===== src/logic/cplc_defines.svh =====
// constants for the charge pump level controller
// assumes a 20 MHz clock and the byte-wide register port of the codec
//Contract
//- pump runs only while enable bit set
//- low-load power-save bit, resets enabled
//- mode 00 takes level from manual field
//- mode 01 follows largest output volume
//- mode 10 follows converter volume, reset mode
//- mode 11 follows signal magnitude
//- manual: standby, reserved, half, full
//- decay code sets full-to-half delay
//- rate code sets nominal switching rate
//- code 101 stops clock, analog only
//- half threshold used in modes 10, 11
`ifndef CPLC_DEFINES_SVH
`define CPLC_DEFINES_SVH
`define CPLC_CLK_HZ        20000000
`define CPLC_MS_CYCLES     (`CPLC_CLK_HZ / 1000)
`define CPLC_ADDR_CTRL     8'hac
`define CPLC_ADDR_DLY      8'had
`define CPLC_ADDR_THR      8'hae
`define CPLC_CTRL_RST      8'h60
`define CPLC_DLY_RST       8'h11
`define CPLC_THR_RST       8'h0e
`define CPLC_CTRL_MASK     8'hfc
`define CPLC_DLY_MASK      8'h3f
`define CPLC_THR_MASK      8'h3f
`define CPLC_CTRL_EN_BIT   7
`define CPLC_CTRL_LP_BIT   6
`define CPLC_CTRL_MODE_LSB 4
`define CPLC_CTRL_MAN_LSB  2
`define CPLC_DLY_DECAY_LSB 3
`define CPLC_DLY_RATE_LSB  0
`define CPLC_THR_LSB       0
`define CPLC_OUT_THR_DEF   6'h0e
`define CPLC_RATE_STOP     3'h5
`define CPLC_RATE0_KHZ     1000
`define CPLC_RATE1_KHZ     500
`define CPLC_RATE2_KHZ     250
`define CPLC_RATE3_KHZ     125
`define CPLC_RATE4_KHZ     63
`define CPLC_DECAY0_MS     0
`define CPLC_DECAY1_MS     2
`define CPLC_DECAY2_MS     4
`define CPLC_DECAY3_MS     16
`define CPLC_DECAY4_MS     64
`define CPLC_DECAY5_MS     128
`define CPLC_DECAY6_MS     256
`define CPLC_DECAY7_MS     512
`endif


===== src/logic/cplc_pkg.sv =====
// types for the charge pump level controller
// assumes cplc_defines.svh supplies all numbers
package cplc_pkg;
  typedef enum logic [1:0] {
    CPLC_MANUAL  = 2'h0,
    CPLC_TRK_OUT = 2'h1,
    CPLC_TRK_DAC = 2'h2,
    CPLC_TRK_MAG = 2'h3
  } cplc_mode_t;

  typedef enum logic [1:0] {
    CPLC_LVL_STBY = 2'h0,
    CPLC_LVL_RSVD = 2'h1,
    CPLC_LVL_HALF = 2'h2,
    CPLC_LVL_FULL = 2'h3
  } cplc_level_t;

  typedef enum logic [1:0] {
    CPLC_ST_STBY  = 2'h0,
    CPLC_ST_HALF  = 2'h1,
    CPLC_ST_FULL  = 2'h3,
    CPLC_ST_DECAY = 2'h2
  } cplc_state_t;

  typedef struct packed {
    logic [7:0]  ctrl;
    logic [7:0]  dly;
    logic [7:0]  thr;
    logic [7:0]  rdata;
    cplc_state_t state;
    logic [23:0] pre;
    logic [9:0]  ms_left;
  } cplc_regs_t;

  typedef struct packed {
    logic [9:0] cnt;
    logic       tick;
  } cplc_div_t;
endpackage : cplc_pkg


===== src/logic/cplc_rate_div.sv =====
// switching clock divider for the charge pump
// assumes run and rate_sel come from flops on clk
`timescale 1ns/100ps
`default_nettype none
`include "cplc_defines.svh"
module cplc_rate_div import cplc_pkg::*; (
  input  wire logic       clk,
  input  wire logic       rst_n,
  input  wire logic       clk_en,
  input  wire logic       run,
  input  wire logic [2:0] rate_sel,
  output logic            tick
);
  cplc_div_t  st;
  cplc_div_t  next_st;
  logic [9:0] div;

  function automatic logic [9:0] divisor(input logic [2:0] code);
    case (code)
      3'h0: divisor = 10'(`CPLC_MS_CYCLES / `CPLC_RATE0_KHZ);
      3'h1: divisor = 10'(`CPLC_MS_CYCLES / `CPLC_RATE1_KHZ);
      3'h2: divisor = 10'(`CPLC_MS_CYCLES / `CPLC_RATE2_KHZ);
      3'h3: divisor = 10'(`CPLC_MS_CYCLES / `CPLC_RATE3_KHZ);
      3'h4: divisor = 10'(`CPLC_MS_CYCLES / `CPLC_RATE4_KHZ);
      default: divisor = 10'h0;
    endcase
  endfunction : divisor

  assign div = divisor(rate_sel);

  always_comb begin
    next_st = st;
    next_st.tick = 1'b0;
    if (!run || div == 10'h0) begin
      next_st.cnt = 10'h0;
    end else if (st.cnt >= div - 10'h1) begin
      // a rate change to a divisor at or below the count reached ends the period at once, never overruns
      next_st.cnt = 10'h0;
      next_st.tick = 1'b1;
    end else begin
      next_st.cnt = st.cnt + 10'h1;
    end
  end

  always_ff @(posedge clk or negedge rst_n) begin
    if (!rst_n) begin
      st <= '{cnt: 10'h0, tick: 1'b0};
    end else if (clk_en) begin
      st <= next_st;
    end
  end

  assign tick = st.tick;
endmodule : cplc_rate_div
`default_nettype wire


===== src/logic/cplc_pump_ctrl.sv =====
// charge pump level controller: registers, level state machine, decay timer
// assumes register port and volume inputs are driven from logic on clk
`timescale 1ns/100ps
`default_nettype none
`include "cplc_defines.svh"
module cplc_pump_ctrl import cplc_pkg::*; #(
  parameter int         MS_CYCLES   = `CPLC_MS_CYCLES,
  parameter logic [5:0] OUT_VOL_THR = `CPLC_OUT_THR_DEF
) (
  input  wire logic       clk,
  input  wire logic       rst_n,
  input  wire logic       clk_en,
  input  wire logic [7:0] reg_addr,
  input  wire logic [7:0] reg_wdata,
  input  wire logic       reg_wr,
  input  wire logic       reg_rd,
  output logic      [7:0] reg_rdata,
  input  wire logic [5:0] out_vol_max,
  input  wire logic [5:0] dac_vol,
  input  wire logic [5:0] sig_mag,
  output logic            pump_run,
  output logic            low_load_power_save,
  output logic      [1:0] pump_level,
  output logic            switch_tick,
  output logic            analog_only
);
  cplc_regs_t  st;
  cplc_regs_t  next_st;
  cplc_mode_t  mode;
  cplc_level_t man;
  logic        pump_en;
  logic [2:0]  rate_sel;
  logic [2:0]  decay_sel;
  logic [5:0]  half_thr;
  logic [9:0]  decay_ms;
  logic        want_full;
  logic        want_half;
  logic        ms_tick;

  function automatic logic [9:0] decay_lookup(input logic [2:0] code);
    case (code)
      3'h0: decay_lookup = 10'(`CPLC_DECAY0_MS);
      3'h1: decay_lookup = 10'(`CPLC_DECAY1_MS);
      3'h2: decay_lookup = 10'(`CPLC_DECAY2_MS);
      3'h3: decay_lookup = 10'(`CPLC_DECAY3_MS);
      3'h4: decay_lookup = 10'(`CPLC_DECAY4_MS);
      3'h5: decay_lookup = 10'(`CPLC_DECAY5_MS);
      3'h6: decay_lookup = 10'(`CPLC_DECAY6_MS);
      default: decay_lookup = 10'(`CPLC_DECAY7_MS);
    endcase
  endfunction : decay_lookup

  assign pump_en   = st.ctrl[`CPLC_CTRL_EN_BIT];
  assign mode      = cplc_mode_t'(st.ctrl[`CPLC_CTRL_MODE_LSB +: 2]);
  assign man       = cplc_level_t'(st.ctrl[`CPLC_CTRL_MAN_LSB +: 2]);
  assign rate_sel  = st.dly[`CPLC_DLY_RATE_LSB +: 3];
  assign decay_sel = st.dly[`CPLC_DLY_DECAY_LSB +: 3];
  assign half_thr  = st.thr[`CPLC_THR_LSB +: 6];
  assign decay_ms  = decay_lookup(decay_sel);
  assign ms_tick   = st.pre == 24'(MS_CYCLES - 1);

  // level wanted by the selected mode
  always_comb begin
    want_full = 1'b0;
    want_half = 1'b0;
    case (mode)
      CPLC_MANUAL: begin
        want_full = man == CPLC_LVL_FULL;
        want_half = man == CPLC_LVL_HALF;
      end
      CPLC_TRK_OUT: begin
        want_half = out_vol_max <= OUT_VOL_THR;
        want_full = !want_half;
      end
      CPLC_TRK_DAC: begin
        want_half = dac_vol <= half_thr;
        want_full = !want_half;
      end
      CPLC_TRK_MAG: begin
        want_half = sig_mag <= half_thr;
        want_full = !want_half;
      end
      default: begin
        want_full = 1'b0;
      end
    endcase
  end

  always_comb begin
    next_st = st;
    if (reg_wr) begin
      case (reg_addr)
        `CPLC_ADDR_CTRL: next_st.ctrl = reg_wdata & `CPLC_CTRL_MASK;
        `CPLC_ADDR_DLY:  next_st.dly  = reg_wdata & `CPLC_DLY_MASK;
        `CPLC_ADDR_THR:  next_st.thr  = reg_wdata & `CPLC_THR_MASK;
        default:         next_st.ctrl = st.ctrl;
      endcase
    end
    if (reg_rd) begin
      // read returns the stored value, unmapped addresses read zero
      case (reg_addr)
        `CPLC_ADDR_CTRL: next_st.rdata = st.ctrl;
        `CPLC_ADDR_DLY:  next_st.rdata = st.dly;
        `CPLC_ADDR_THR:  next_st.rdata = st.thr;
        default:         next_st.rdata = 8'h00;
      endcase
    end
    if (!pump_en) begin
      next_st.state   = CPLC_ST_STBY;
      next_st.pre     = 24'h0;
      next_st.ms_left = 10'h0;
    end else begin
      case (st.state)
        CPLC_ST_STBY: begin
          if (want_full) begin
            next_st.state = CPLC_ST_FULL;
          end else if (want_half) begin
            next_st.state = CPLC_ST_HALF;
          end
        end
        CPLC_ST_HALF: begin
          if (want_full) begin
            next_st.state = CPLC_ST_FULL;
          end else if (!want_half) begin
            next_st.state = CPLC_ST_STBY;
          end
        end
        CPLC_ST_FULL: begin
          if (want_half) begin
            next_st.pre     = 24'h0;
            next_st.ms_left = decay_ms;
            next_st.state   = (decay_ms == 10'h0) ? CPLC_ST_HALF : CPLC_ST_DECAY;
          end else if (!want_full) begin
            next_st.state = CPLC_ST_STBY;
          end
        end
        CPLC_ST_DECAY: begin
          if (want_full) begin
            next_st.state = CPLC_ST_FULL;
          end else if (!want_half) begin
            next_st.state = CPLC_ST_STBY;
          end else if (ms_tick) begin
            next_st.pre     = 24'h0;
            next_st.ms_left = st.ms_left - 10'h1;
            if (st.ms_left == 10'h1) begin
              next_st.state = CPLC_ST_HALF;
            end
          end else begin
            next_st.pre = st.pre + 24'h1;
          end
        end
        default: begin
          next_st.state = CPLC_ST_STBY;
        end
      endcase
    end
  end

  always_ff @(posedge clk or negedge rst_n) begin
    if (!rst_n) begin
      st <= '{ctrl: `CPLC_CTRL_RST, dly: `CPLC_DLY_RST, thr: `CPLC_THR_RST,
              rdata: 8'h00, state: CPLC_ST_STBY, pre: 24'h0, ms_left: 10'h0};
    end else if (clk_en) begin
      st <= next_st;
    end
  end

  // output level decoded straight from the state flops, so no glitches reach the pump
  always_comb begin
    case (st.state)
      CPLC_ST_HALF:  pump_level = CPLC_LVL_HALF;
      CPLC_ST_FULL:  pump_level = CPLC_LVL_FULL;
      CPLC_ST_DECAY: pump_level = CPLC_LVL_FULL;
      default:       pump_level = CPLC_LVL_STBY;
    endcase
  end

  assign pump_run            = pump_en;
  assign low_load_power_save = st.ctrl[`CPLC_CTRL_LP_BIT];
  assign analog_only         = pump_en && rate_sel >= `CPLC_RATE_STOP;
  assign reg_rdata           = st.rdata;

  cplc_rate_div u_rate_div (
    .clk      (clk),
    .rst_n    (rst_n),
    .clk_en   (clk_en),
    .run      (pump_en && st.state != CPLC_ST_STBY),
    .rate_sel (rate_sel),
    .tick     (switch_tick)
  );
endmodule : cplc_pump_ctrl
`default_nettype wire


===== config.mk =====
export PLATFORM = sky130hd
export DESIGN_NAME = cplc_pump_ctrl
export DESIGN_NICKNAME = d
export VERILOG_FILES = /design/src/logic/cplc_pkg.sv /design/src/logic/cplc_rate_div.sv /design/src/logic/cplc_pump_ctrl.sv
export VERILOG_INCLUDE_DIRS = /design/src /design/src/logic
export SDC_FILE = /design/constraint.sdc
export NUM_CORES = 1
export LEC_CHECK = 0
export BUFFER_PORTS_ARGS = -buffer_cell sky130_fd_sc_hd__buf_2
export CAP_MARGIN = 5
export CORE_ASPECT_RATIO = 1.25
export CORE_MARGIN = 2
export CORE_UTILIZATION = 40
export CTS_CLUSTER_SIZE = 28
export DETAILED_ROUTE_END_ITERATION = 6
export PLACE_DENSITY_LB_ADDON = 0.08
export SYNTH_ARGS = -nofsm -noshare
export SYNTH_HDL_FRONTEND = slang
export SYNTH_HIERARCHICAL = 1
export SYNTH_SLANG_ARGS = --single-unit
export TNS_END_PERCENT = 5

===== constraint.sdc =====
create_clock -name clk -period 2.8 [get_ports clk]
set_input_delay 0.56 -clock clk [delete_from_list [all_inputs] [get_ports clk]]
set_output_delay 0.56 -clock clk [all_outputs]
set_load 0.005 [all_outputs]

Word-level counts from Yosys, hierarchy flattened
Cells that the tools add are included.
{ "word_totals": {"regBits": 73, "output_inout_bits": 14, "elab_cells": 102} }
{ "op_classes": {"add_sub_neg": 4, "n_lt_le_gt_ge": 5, "eq_ne": 33, "n_mux": 29, "reduce_logical": 22} }
{ "ops": {"columns": ["operator", "count"], "rows": [
  ["$mux W34", 3],
  ["$pmux W10 S7", 1],
  ["$pmux W34 S2", 1],
  ["$pmux W9 S5", 1],
  ["$mux W36", 1],
  ["$mux W10", 3],
  ["$add A24 B1 Y24 const B", 1],
  ["$eq A24 B15 Y1 const B", 1],
  ["$eq A8 B8 Y1 const B", 3],
  ["$mux W24", 1],
  ["$pmux W8 S3", 1],
  ["$mux W2", 11],
  ["$logic_not A10 Y1", 2],
  ["$eq A2 B2 Y1 const B", 6],
  ["$eq A3 B2 Y1 const B", 4],
  ["$eq A3 B3 Y1 const B", 4],
  ["$le A6 B6 Y1", 2],
  ["$ne A3 B3 Y1 const B", 4],
  ["$ne A4 B4 Y1 const B", 3],
  ["$reduce_and A6 Y1", 2],
  ["$add A10 B1 Y10 const B", 1],
  ["$eq A10 B1 Y1 const B", 1],
  ["$ge A10 B10 Y1", 1],
  ["$ne A5 B5 Y1 const B", 2],
  ["other kinds (21)", 33]
]} }

Logic depth before layout (Yosys ltp)
Gate-level depths: netlist of the first run.
{ "depth": {"ltp_word": 7, "mapped_depth": 11, "depth_no_buf": 9} }

Cells and area by module
Netlist of the first run, hierarchy kept.
{ "by_module_without_submodules": {"columns": ["mod", "instances", "cells_each", "area_each_um2", "seq_area_each_um2"], "rows": [
  ["cplc_pump_ctrl", 1, 433, 3857.4, 1560.2],
  ["cplc_rate_div", 1, 100, 905.9, 275.3]
]} }

Worst setup path after synthesis of the first run
OpenSTA, ideal clock, no wires.
{ "synth_timing": {"path_kind": "input port to flip-flop", "from": "input sig_mag[4]", "to": "register st[5] (netlist name)", "setup_ps": 95, "arrival_ps": 2594, "required_time_ps": 2705, "slack_ps": 111, "stages": 8, "n_path_buf": 1, "cell_sequence": "ha_1 a21o_1 a2111oi_4 a21oi_2 a311o_1 buf_6 or3b_1 o31ai_1"} }
{ "synth_via": {"elab_chain_cells": 5} }
{ "synth_rtl": {"columns": ["item", "line_no", "text"], "rows": [
  ["from (decl)", "cplc_pump_ctrl.sv:20", "input wire logic [5:0] sig_mag,"],
  ["$le A6 B6 Y1 (*)", "cplc_pump_ctrl.sv:80", "want_half = sig_mag <= half_thr;"],
  ["$logic_not A1 Y1", "cplc_pump_ctrl.sv:81", "want_full = !want_half;"],
  ["$pmux W1 S4", "cplc_pump_ctrl.sv:66", "case (mode)"],
  ["$ne A3 B3 Y1 (no line)", null, null],
  ["$reduce_and A6 Y1 (no line) (*)", null, null],
  ["to (signal assigned)", "cplc_pump_ctrl.sv:161", "st <= '{ctrl: `CPLC_CTRL_RST, dly: `CPLC_DLY_RST, thr: `CPLC_THR_RST,"],
  ["to (signal assigned)", "cplc_pump_ctrl.sv:164", "st <= next_st;"],
  ["to (decl)", "cplc_pump_ctrl.sv:27", "cplc_regs_t st;"]
]} }
Mark *: on every way between the ends. The rest lies on a longest branch, timed or not.
A chain may end at the register's enable or synchronous reset.

Final worst setup path of the first run
{ "layout_timing": {"from": "register st (netlist bit half_thr[3])", "to": "register st[28] (netlist name)"} }
{ "layout_via": {"elab_chain_cells": 5} }
{ "layout_rtl": {"columns": ["item", "line_no"], "rows": [
  ["$le A6 B6 Y1 (on tied branches)", "cplc_pump_ctrl.sv:80, cplc_pump_ctrl.sv:76"],
  ["$logic_not A1 Y1 (on tied branches)", "cplc_pump_ctrl.sv:81, cplc_pump_ctrl.sv:77"],
  ["$pmux W1 S4", "cplc_pump_ctrl.sv:66"],
  ["$ne A3 B3 Y1 (no line)", null],
  ["$reduce_and A5 Y1 (no line) (*)", null]
]} }
Marks and branches as above.

==> reports/metrics.yaml, run 1 <==
run_status:
  status: "finished, final reports clean"
sta:
  rsz0062_at_grt: "yes"
  hold_violations: 0
  worst_pin_slew_ns: 0.7943
  period_needed_ns: 2.676
  fmax_ghz: 0.3737
  drv_slew: 0
  post-route-period-util_pct: 95.57
  skew_ns: 0.004083
  fin_setup_tns_ns: 0
  setup_ws_ns: 0.1241
  holdWs_ns: 0.2169
  slew_headroom_pct: 46.99
  setup-violations-final: 0
floorplanning:
  io_pins: 53
  fp.dieW_um: 101.6
  initial_core_util_pct: 41.01
  die-area_um2: 12800
  core_area_um2: 11620
  fp-row-count: 44
  die_height_um: 126.0
cells_and_area:
  finalNetCount: 649
  drive_above_1_share_pct: 20.54
  fin_cells: 750
  synthToLayoutAreaGrowth_pct: 16.84
  post-route-cell-area_um2: 5565
  antenna-diode-count: 0
  utilization_pct: 47.91
synthesis:
  avgSynthCellArea_um2: 8.937
  syn_area_um2: 4763
  yosys.area.top_type: "dfrtp_1"
  synth_edf_count: 0
  synth_top_area_share_pct: 34.67
  syn-num-nets: 598
  synth_warnings: 6
  synth_cell_type_count: 64
  synth_flop_cell: "dfrtp_1"
  synthArstFlopShare_pct: 100.0
  synthTopCellsByCount: "66 x dfrtp_1, 54 x nand2_1, 53 x o21ai_0"
  synthTopCellsByArea: "dfrtp_1 35%, ha_1 6.8%, o21ai_0 5.6%, nand2_1 4.3%, dfstp_2 3.9%"
  seq_area_frac_synth_pct: 38.53
  yosysMostFrequentCell: "dfrtp_1"
  synthCells: 533
  synth-seq-cells: 73
clock_network:
  cts.sinks: 73
  clkLatencyLatePin_ns: 0.33
  root_buffer: "clkbuf_16"
  cts_resized: 1
  clk_path_buf_depth: 2
  htreeDepth: 3
  cts_tree: "done"
  numCtsBuffers: 9
  postCtsSetupBuffers: 0
  path_clk_slew_ns: 0.06
  postCtsHoldBufs: 0
power:
  p_total_mw: 2.538
  p_leak_nw: 2.573
  vdd_ir_drop_max_uv: 243.9
  powerDensity_nw_per_um2: 456.1
drt:
  antenna_left: 0
  wire_per_inst_um: 16.04
  wl_mm: 12.03
  vias_per_cell: 5.545
  drc_errors: 0
  drtIter0Drc: 178
  vias: 4159
  firstDrtPassIters: 4
hold_path:
  hold_class: "in -> async"
placed_design:
  gp_congestion: 0.7692
  dpl_cell_area_um2: 5209
  dpl.hpwl_mm: 8.874
  dp.cells: 734
  io_buffers: 52
  dp_slack_ns: -0.1171
global_routing:
  grt_pass1_vias: 4158
  grt_max_degree: 41
  grt-ovfl-total: 0
  grt_pass1_wl_mm: 20.57
  antenna_found_initial: 0
  grt_use_total_pct: 19.96
critical_path:
  critPathKind: "reg -> reg"
  path_max_fanout: 22
  worstPathArrival_ns: 2.90
  cp.required_ns: 3.03
  start_kind: "register"
  endpoint_kind: "register"
run:
  drv_cap: 0
[placed cells by master (no fill, tap or decap), types with 3 or more instances in the layout]
master,count
nand3_1,21
o31ai_1,16
o21ai_1,4
and2_1,9
and4_1,5
nor3_1,11
or3_1,3
nor4b_1,8
a21o_1,5
nor2_1,24
a21oi_1,13
nor4_1,11
buf_4,22
a22o_1,6
and3_1,11
nand2b_1,6
o22a_1,5
xnor2_1,5
dfstp_2,7
clkbuf_1,3
mux2i_1,5
dfrtp_1,66
buf_2,51
ha_1,26
inv_1,29
a22oi_1,3
mux2_2,11
xor2_1,3
o21ai_0,53
a31oi_1,4
nand2_1,54
nor2b_1,11
o22ai_1,9
clkbuf_16,9
nand4_1,14
[critical path, cell delays in order, from the launching register on]
cell and delay (ns):
dfstp_2 0.53, inv_1 0.07, ha_1 0.29, and4_1 0.18
a2111oi_4 0.28, a21oi_2 0.10, a311o_1 0.48, nand2b_4 0.32
o31ai_1 0.33
[state kept, by name, summed over array words and instances (netlist names)]
| name | count |
|---|---|
| decay_sel | 3 |
| half_thr | 6 |
| low_load_power_save | 1 |
| man | 2 |
| mode | 2 |
| pump_run | 1 |
| rate_sel | 3 |
| reg_rdata | 8 |
| st | 36 |
| u_rate_div/st | 10 |
| u_rate_div/tick | 1 |
[report_power, final]
group	internal, mW	switching, mW
Sequential	1.07	0.0163
Combinational	0.0776	0.114
Clock	0.830	0.429
[logic make-up (layout without fill, tap and decap cells)]
family | count (synthesis) | count (layout) | synth area share [%]
and+or+nand+nor | 205 | 205 | 23.64
AOI/OAI and AO/OA | 143 | 143 | 19.88
DFF | 73 | 73 | 38.53
buffers and inverters | 62 | 118 | 5.989
adders and majority gates | 26 | 26 | 6.829
muxes | 16 | 16 | 3.651
xor gates and xnor gates | 8 | 8 | 1.471
[worst paths after layout]
path                       slack, ns  depth (start not counted)          from               to
hold / removal                  0.22                          1         rst_n  u_rate_div/tick
min in group clk                0.45                          3  reg_wdata[1]      half_thr[1]
setup reg to reg                0.12                          8   half_thr[3]           st[28]
hold reg to reg                 0.49                          2  reg_rdata[6]     reg_rdata[6]
max in group asynchronous       1.87                          2         rst_n      half_thr[2]
setup / recovery                0.12                          8   half_thr[3]           st[28]
[cell type report]
type	count	area [um^2]
timing repair buffer	73	420.4
clock buffer	14	264.0
tap	161	201.4
inverter	29	108.9
multi-input combinational	398	2675
sequential	73	1836
fill	1140	6051
clock inverter	2	60.06
[routing by layer]
layer	track usage, %	up-vias	wire length (um)
met5	0	-	0
met4	6.200	0	172
met3	3.496	12	378
met2	33.67	75	5958
met1	25.78	2010	5521
li1	-	2062	-
Note: power is estimated with default switching activity, not from simulation.
==> inputs of run 2 (changes only) <==
--- a/config.mk
+++ b/config.mk
@@ -7,10 +7,9 @@
 export NUM_CORES = 1
 export LEC_CHECK = 0
 export BUFFER_PORTS_ARGS = -buffer_cell sky130_fd_sc_hd__buf_2
-export CAP_MARGIN = 5
 export CORE_ASPECT_RATIO = 1.25
 export CORE_MARGIN = 2
-export CORE_UTILIZATION = 40
+export CORE_UTILIZATION = 35
 export CTS_CLUSTER_SIZE = 28
 export DETAILED_ROUTE_END_ITERATION = 6
 export PLACE_DENSITY_LB_ADDON = 0.08
==> run 2 against run 1 <==
Net effect:
- power shrank 5.5%
- setup slack gained 0.032 ns
- routed wire length grew 2.7%
- clock skew grew 0.0045 ns
- sequential share of layout area grew 0.41 points
- count of clock-buffer cells in the layout shrank 2
- die area grew 14%
- final area shrank 1.2%
- sequential power is essentially flat
- maximum frequency grew 1.2%
- largest cell class unchanged
==> reports/metrics.yaml, run 2 (synthesized netlist as in run 1, its figures left out) <==
run_status:
  status: "finished, final reports clean"
global_routing:
  grt_max_degree: 74
  antenna_found_initial: 0
  grt-ovfl-total: 0
  grt_pass1_wl_mm: 20.98
  grt_pass1_vias: 4205
  grt_use_total_pct: 18.16
power:
  p_leak_nw: 2.530
  vdd_ir_drop_max_uv: 215.5
  switchingPower_mw: 0.6045
  internal_power_mw: 1.794
  pwr-share-comb_pct: 7.8
  powerDensity_nw_per_um2: 436.4
  pwr-share-clk_pct: 46.9
  p_sw_share_pct: 25.20
  seq_power_share_pct: 45.3
  p_total_mw: 2.399
critical_path:
  critPathKind: "reg -> reg"
  cp.required_ns: 3.01
  reg2reg_slack_ns: 0.16
  cpMaxStageDelayCell: "dfstp_2"
  path_delay_family: "compound AO/OA/AOI/OAI gates"
  path_cells: "inv_1, ha_1, and4_1, a2111oi_4, a21oi_2, a311o_1, buf_4, o21ai_0, o41ai_2"
  cp.depth: 9
  path_max_fanout: 25
  worstPathArrival_ns: 2.86
  path_buf_inv: 2
  crit_path_max_incr_delay_ns: 0.53
  r2r_cells: 9
  start_kind: "register"
  endpoint_kind: "register"
sta:
  worst_pin_slew_ns: 0.9729
  rsz0062_at_grt: "yes"
  holdWs_ns: 0.3871
  period_needed_ns: 2.643
  fmax_ghz: 0.3783
  skew_ns: 0.008546
  setup-violations-final: 0
  hold_violations: 0
  setup_ws_ns: 0.1566
  post-route-period-util_pct: 94.41
  drv_slew: 0
  slew_headroom_pct: 35.14
floorplanning:
  die-area_um2: 14560
  core_area_um2: 13290
  fp.dieW_um: 108.3
  initial_core_util_pct: 35.84
  die_height_um: 134.4
  io_pins: 53
  fp-row-count: 47
cells_and_area:
  final_cell_mix: "66 x dfrtp_1, 54 x nand2_1, 53 x o21ai_0"
  fin_cells: 756
  synthToLayoutAreaGrowth_pct: 15.42
  largest_reg_flops: 36
  layout_commonest_cell: "dfrtp_1"
  drive_above_1_share_pct: 20.00
  finalNetCount: 645
  antenna-diode-count: 0
  largest_register: "st"
  post-route-cell-area_um2: 5498
placed_design:
  io_buffers: 52
  dpl_cell_area_um2: 5191
  dp.cells: 740
  dp_slack_ns: -0.05929
  gp_congestion: 0.7926
  dpl.hpwl_mm: 8.805
clock_network:
  postCtsSetupBuffers: 0
  root_buffer: "clkbuf_16"
  numCtsBuffers: 9
  clk_path_buf_depth: 2
  clkLatencyLatePin_ns: 0.34
  htreeDepth: 3
  cts_tree: "done"
  path_clk_slew_ns: 0.07
  cts.sinks: 73
drt:
  vias_per_cell: 5.415
  firstDrtPassIters: 4
  vias: 4094
  drc_errors: 0
  wire_per_inst_um: 16.34
  antenna_left: 0
  wl_mm: 12.36
  drtIter0Drc: 150
run:
  drv_cap: 0
hold_path:
  hold_class: "in -> async"
run 2: per-stage QoR:
| stage | utilization (%) | TNS (ns) |
|---|---|---|
| after global placement | 39.06 | -0.1905 |
| after detailed placement | 39.06 | -0.6439 |
| after CTS | 41.23 | 0 |
| after floorplan | - | 0 |
| after global routing | 41.37 | -0.07162 |
| final | 41.37 | 0 |
run 2: power groups by stage:
stage / registers (mW) / logic [mW] / clock network [mW]
final: 1.09 / 0.188 / 1.12
after global routing: 1.09 / 0.216 / 1.21
after CTS: 1.09 / 0.191 / 1.15
after detailed placement: 1.11 / 0.190 / 0
after global placement: 1.11 / 0.187 / 0
after floorplan: 1.10 / 0.104 / 0
run 2: metal layers:
layer	track usage (%)	wire length [um]	vias up
li1	-	-	2052
met1	23.57	5689	1958
met2	30.54	6160	70
met3	3.256	311	14
met4	5.769	194	0
met5	0	0	-
run 2: final cells by class:
cell class	instances	area, um^2
tap	171	214.0
timing repair buffer	69	390.4
clock inverter	4	28.78
sequential	73	1836
clock buffer	12	256.5
multi-input combinational	398	2664
fill	1390	7792
inverter	29	108.9
run 2: final timing paths:
| path | from | end |
|---|---|---|
| worst max-delay path | half_thr[3] | st[22] |
| worst min-delay path | rst_n | u_rate_div/st[4] |
| worst max register to register | half_thr[3] | st[22] |
| worst min register to register | reg_rdata[1] | reg_rdata[1] |
| max in group asynchronous | rst_n | st[32] |
| min in group clk | reg_wdata[1] | half_thr[1] |
run 2: repair_timing:
action                     in CTS  in global routing
pin swaps                       0                  0
hold buffers                    0                  0
resized for setup               1                  3
setup endpoints to repair      16                 14
==> inputs of run 3 (changes only) <==
--- a/config.mk
+++ b/config.mk
@@ -8,7 +8,6 @@
 export LEC_CHECK = 0
 export BUFFER_PORTS_ARGS = -buffer_cell sky130_fd_sc_hd__buf_2
 export CORE_ASPECT_RATIO = 1.25
-export CORE_MARGIN = 2
 export CORE_UTILIZATION = 35
 export CTS_CLUSTER_SIZE = 28
 export DETAILED_ROUTE_END_ITERATION = 6
==> run 3 against run 2 <==
Net effect:
- hold slack worse by 0.018 ns
- global-route usage up 0.14 points
- sequential share of layout area is 0.21 points lower
- first-iteration DRC count grew 19%
- sequential power is essentially flat
- largest cell class unchanged
- power up 6.1%
- register-to-register slack got worse by 0.03 ns
- maximum frequency down 1.2%
- combinational power about the same
- routed wire length down 0.49%
==> reports/metrics.yaml, run 3 (synthesized netlist as in run 1, its figures left out) <==
run_status:
  status: "finished, final reports clean"
global_routing:
  grt_util_met2_pct: 31.06
  grt_use_total_pct: 18.30
  grt-ovfl-total: 0
  antenna_found_initial: 0
  grt.met1_usage_pct: 23.49
  grt_pass1_wl_mm: 20.35
  globalRouteMet3Util_pct: 2.759
  grt_max_degree: 74
  grt_pass1_vias: 4100
  busiest_layer: "met2"
clock_network:
  postCtsHoldBufs: 0
  path_clk_slew_ns: 0.06
  cts_tree: "done"
  clkLatencyLatePin_ns: 0.34
  clk_path_buf_depth: 2
  postCtsSetupBuffers: 0
  numCtsBuffers: 9
  root_buffer: "clkbuf_16"
  htreeDepth: 3
  cts.sinks: 73
floorplanning:
  die-area_um2: 14080
  die_height_um: 132.4
  core_area_um2: 13290
  fp.dieW_um: 106.3
  fp-row-count: 47
  initial_core_util_pct: 35.84
  io_pins: 53
critical_path:
  worstPathArrival_ns: 2.90
  cpMaxStageDelayCell: "dfstp_2"
  critPathKind: "reg -> reg"
  start_kind: "register"
  path_buf_inv: 1
  path_max_fanout: 22
  crit_path_max_incr_delay_ns: 0.52
  cp.required_ns: 3.02
  path_delay_family: "compound AO/OA/AOI/OAI gates"
  path_cells: "inv_1, ha_1, and4_1, a2111oi_4, a21oi_2, a311o_1, nand2b_4, o41ai_1"
  endpoint_kind: "register"
drt:
  vias_per_cell: 5.488
  wl_mm: 12.30
  firstDrtPassIters: 4
  wire_per_inst_um: 16.26
  vias: 4149
  antenna_left: 0
  drc_errors: 0
  drtIter0Drc: 179
power:
  pwr-share-comb_pct: 7.4
  internal_power_mw: 1.977
  pwr-share-clk_pct: 49.9
  p_leak_nw: 2.547
  powerDensity_nw_per_um2: 460.0
  seq_power_share_pct: 42.7
  switchingPower_mw: 0.5683
  vdd_ir_drop_max_uv: 208.3
  p_total_mw: 2.545
  p_sw_share_pct: 22.33
sta:
  setup-violations-final: 0
  setup_ws_ns: 0.1237
  drv_slew: 0
  fmax_ghz: 0.3736
  worst_pin_slew_ns: 0.9400
  period_needed_ns: 2.676
  hold_violations: 0
  slew_headroom_pct: 37.33
  post-route-period-util_pct: 95.58
  rsz0062_at_grt: "yes"
  holdWs_ns: 0.3694
  fin_setup_tns_ns: 0
  skew_ns: 0.009208
hold_path:
  hold_class: "in -> async"
cells_and_area:
  largest_reg_flops: 36
  final_cell_mix: "66 x dfrtp_1, 54 x nand2_1, 53 x o21ai_0"
  antenna-diode-count: 0
  fillers: 1372
  synthToLayoutAreaGrowth_pct: 16.15
  post-route-cell-area_um2: 5533
  multi_input_area_um2: 2660
  finalNetCount: 645
  drive_above_1_share_pct: 19.49
  largest_register: "st"
  layout_commonest_cell: "dfrtp_1"
  regArea_um2: 1836
placed_design:
  dpl_cell_area_um2: 5191
  io_buffers: 52
  dpl.hpwl_mm: 8.855
  dp_slack_ns: -0.1173
  gp_congestion: 0.8300
run:
  drv_cap: 0
## run 3: cell count changes in the layout (fill, tap and decap cells not counted), sizes merged
cell	previous run	this run
clkbuf	12	14
clkinvlp	2	0
bufinv	0	2
clkinv	2	0
## run 3: power groups by stage
stage          combinational [mW]  clock [mW]  sequential (mW)
2_1_floorplan               0.104           0             1.10
4_1_cts                     0.194        1.30             1.09
5_1_grt                     0.218        1.36             1.09
6_report                    0.189        1.27             1.09
3_3_place_gp                0.189           0             1.11
3_5_place_dp                0.193           0             1.11
## run 3: stage by stage
| stage | utilization [%] | std cells |
|---|---|---|
| global placement | 39.06 | 740 |
| floorplan | - | 533 |
| global route | 41.63 | 756 |
| finish | 41.63 | 756 |
| CTS | 41.52 | 756 |
| detailed placement | 39.06 | 740 |
## run 3: path summary, 6_finish.rpt
kind	cells after the start	start	endpoint	slack [ns]
setup reg to reg	8	half_thr[3]	st[16]	0.12
setup / recovery	8	half_thr[3]	st[16]	0.12
min in group clk	3	reg_wdata[1]	half_thr[1]	0.45
hold / removal	1	rst_n	u_rate_div/st[3]	0.37
max in group asynchronous	1	rst_n	st[21]	1.83
hold reg to reg	2	reg_rdata[1]	reg_rdata[1]	0.48
## run 3: cell type report
class                           instances  area share [%]
Sequential cell                        73           33.18
Clock buffer                           14           4.772
Inverter                               29           1.967
Clock inverter                          2           1.085
Tap cell                              171           3.867
Timing Repair Buffer                   69           7.056
Multi-Input combinational cell        398           48.08
## run 3: repair_timing
action / 4_1_cts / 5_1_grt
gates resized for setup: 1 / 2
setup endpoints to repair: 17 / 8
pin swaps: 0 / 0
## run 3: per-layer routing
layer  up-vias  part of all wire [%]
li1       2056                     -
met3        11                   2.8
met1      2010                    46
met5         -                     0
met2        72                    50
met4         0                   1.1
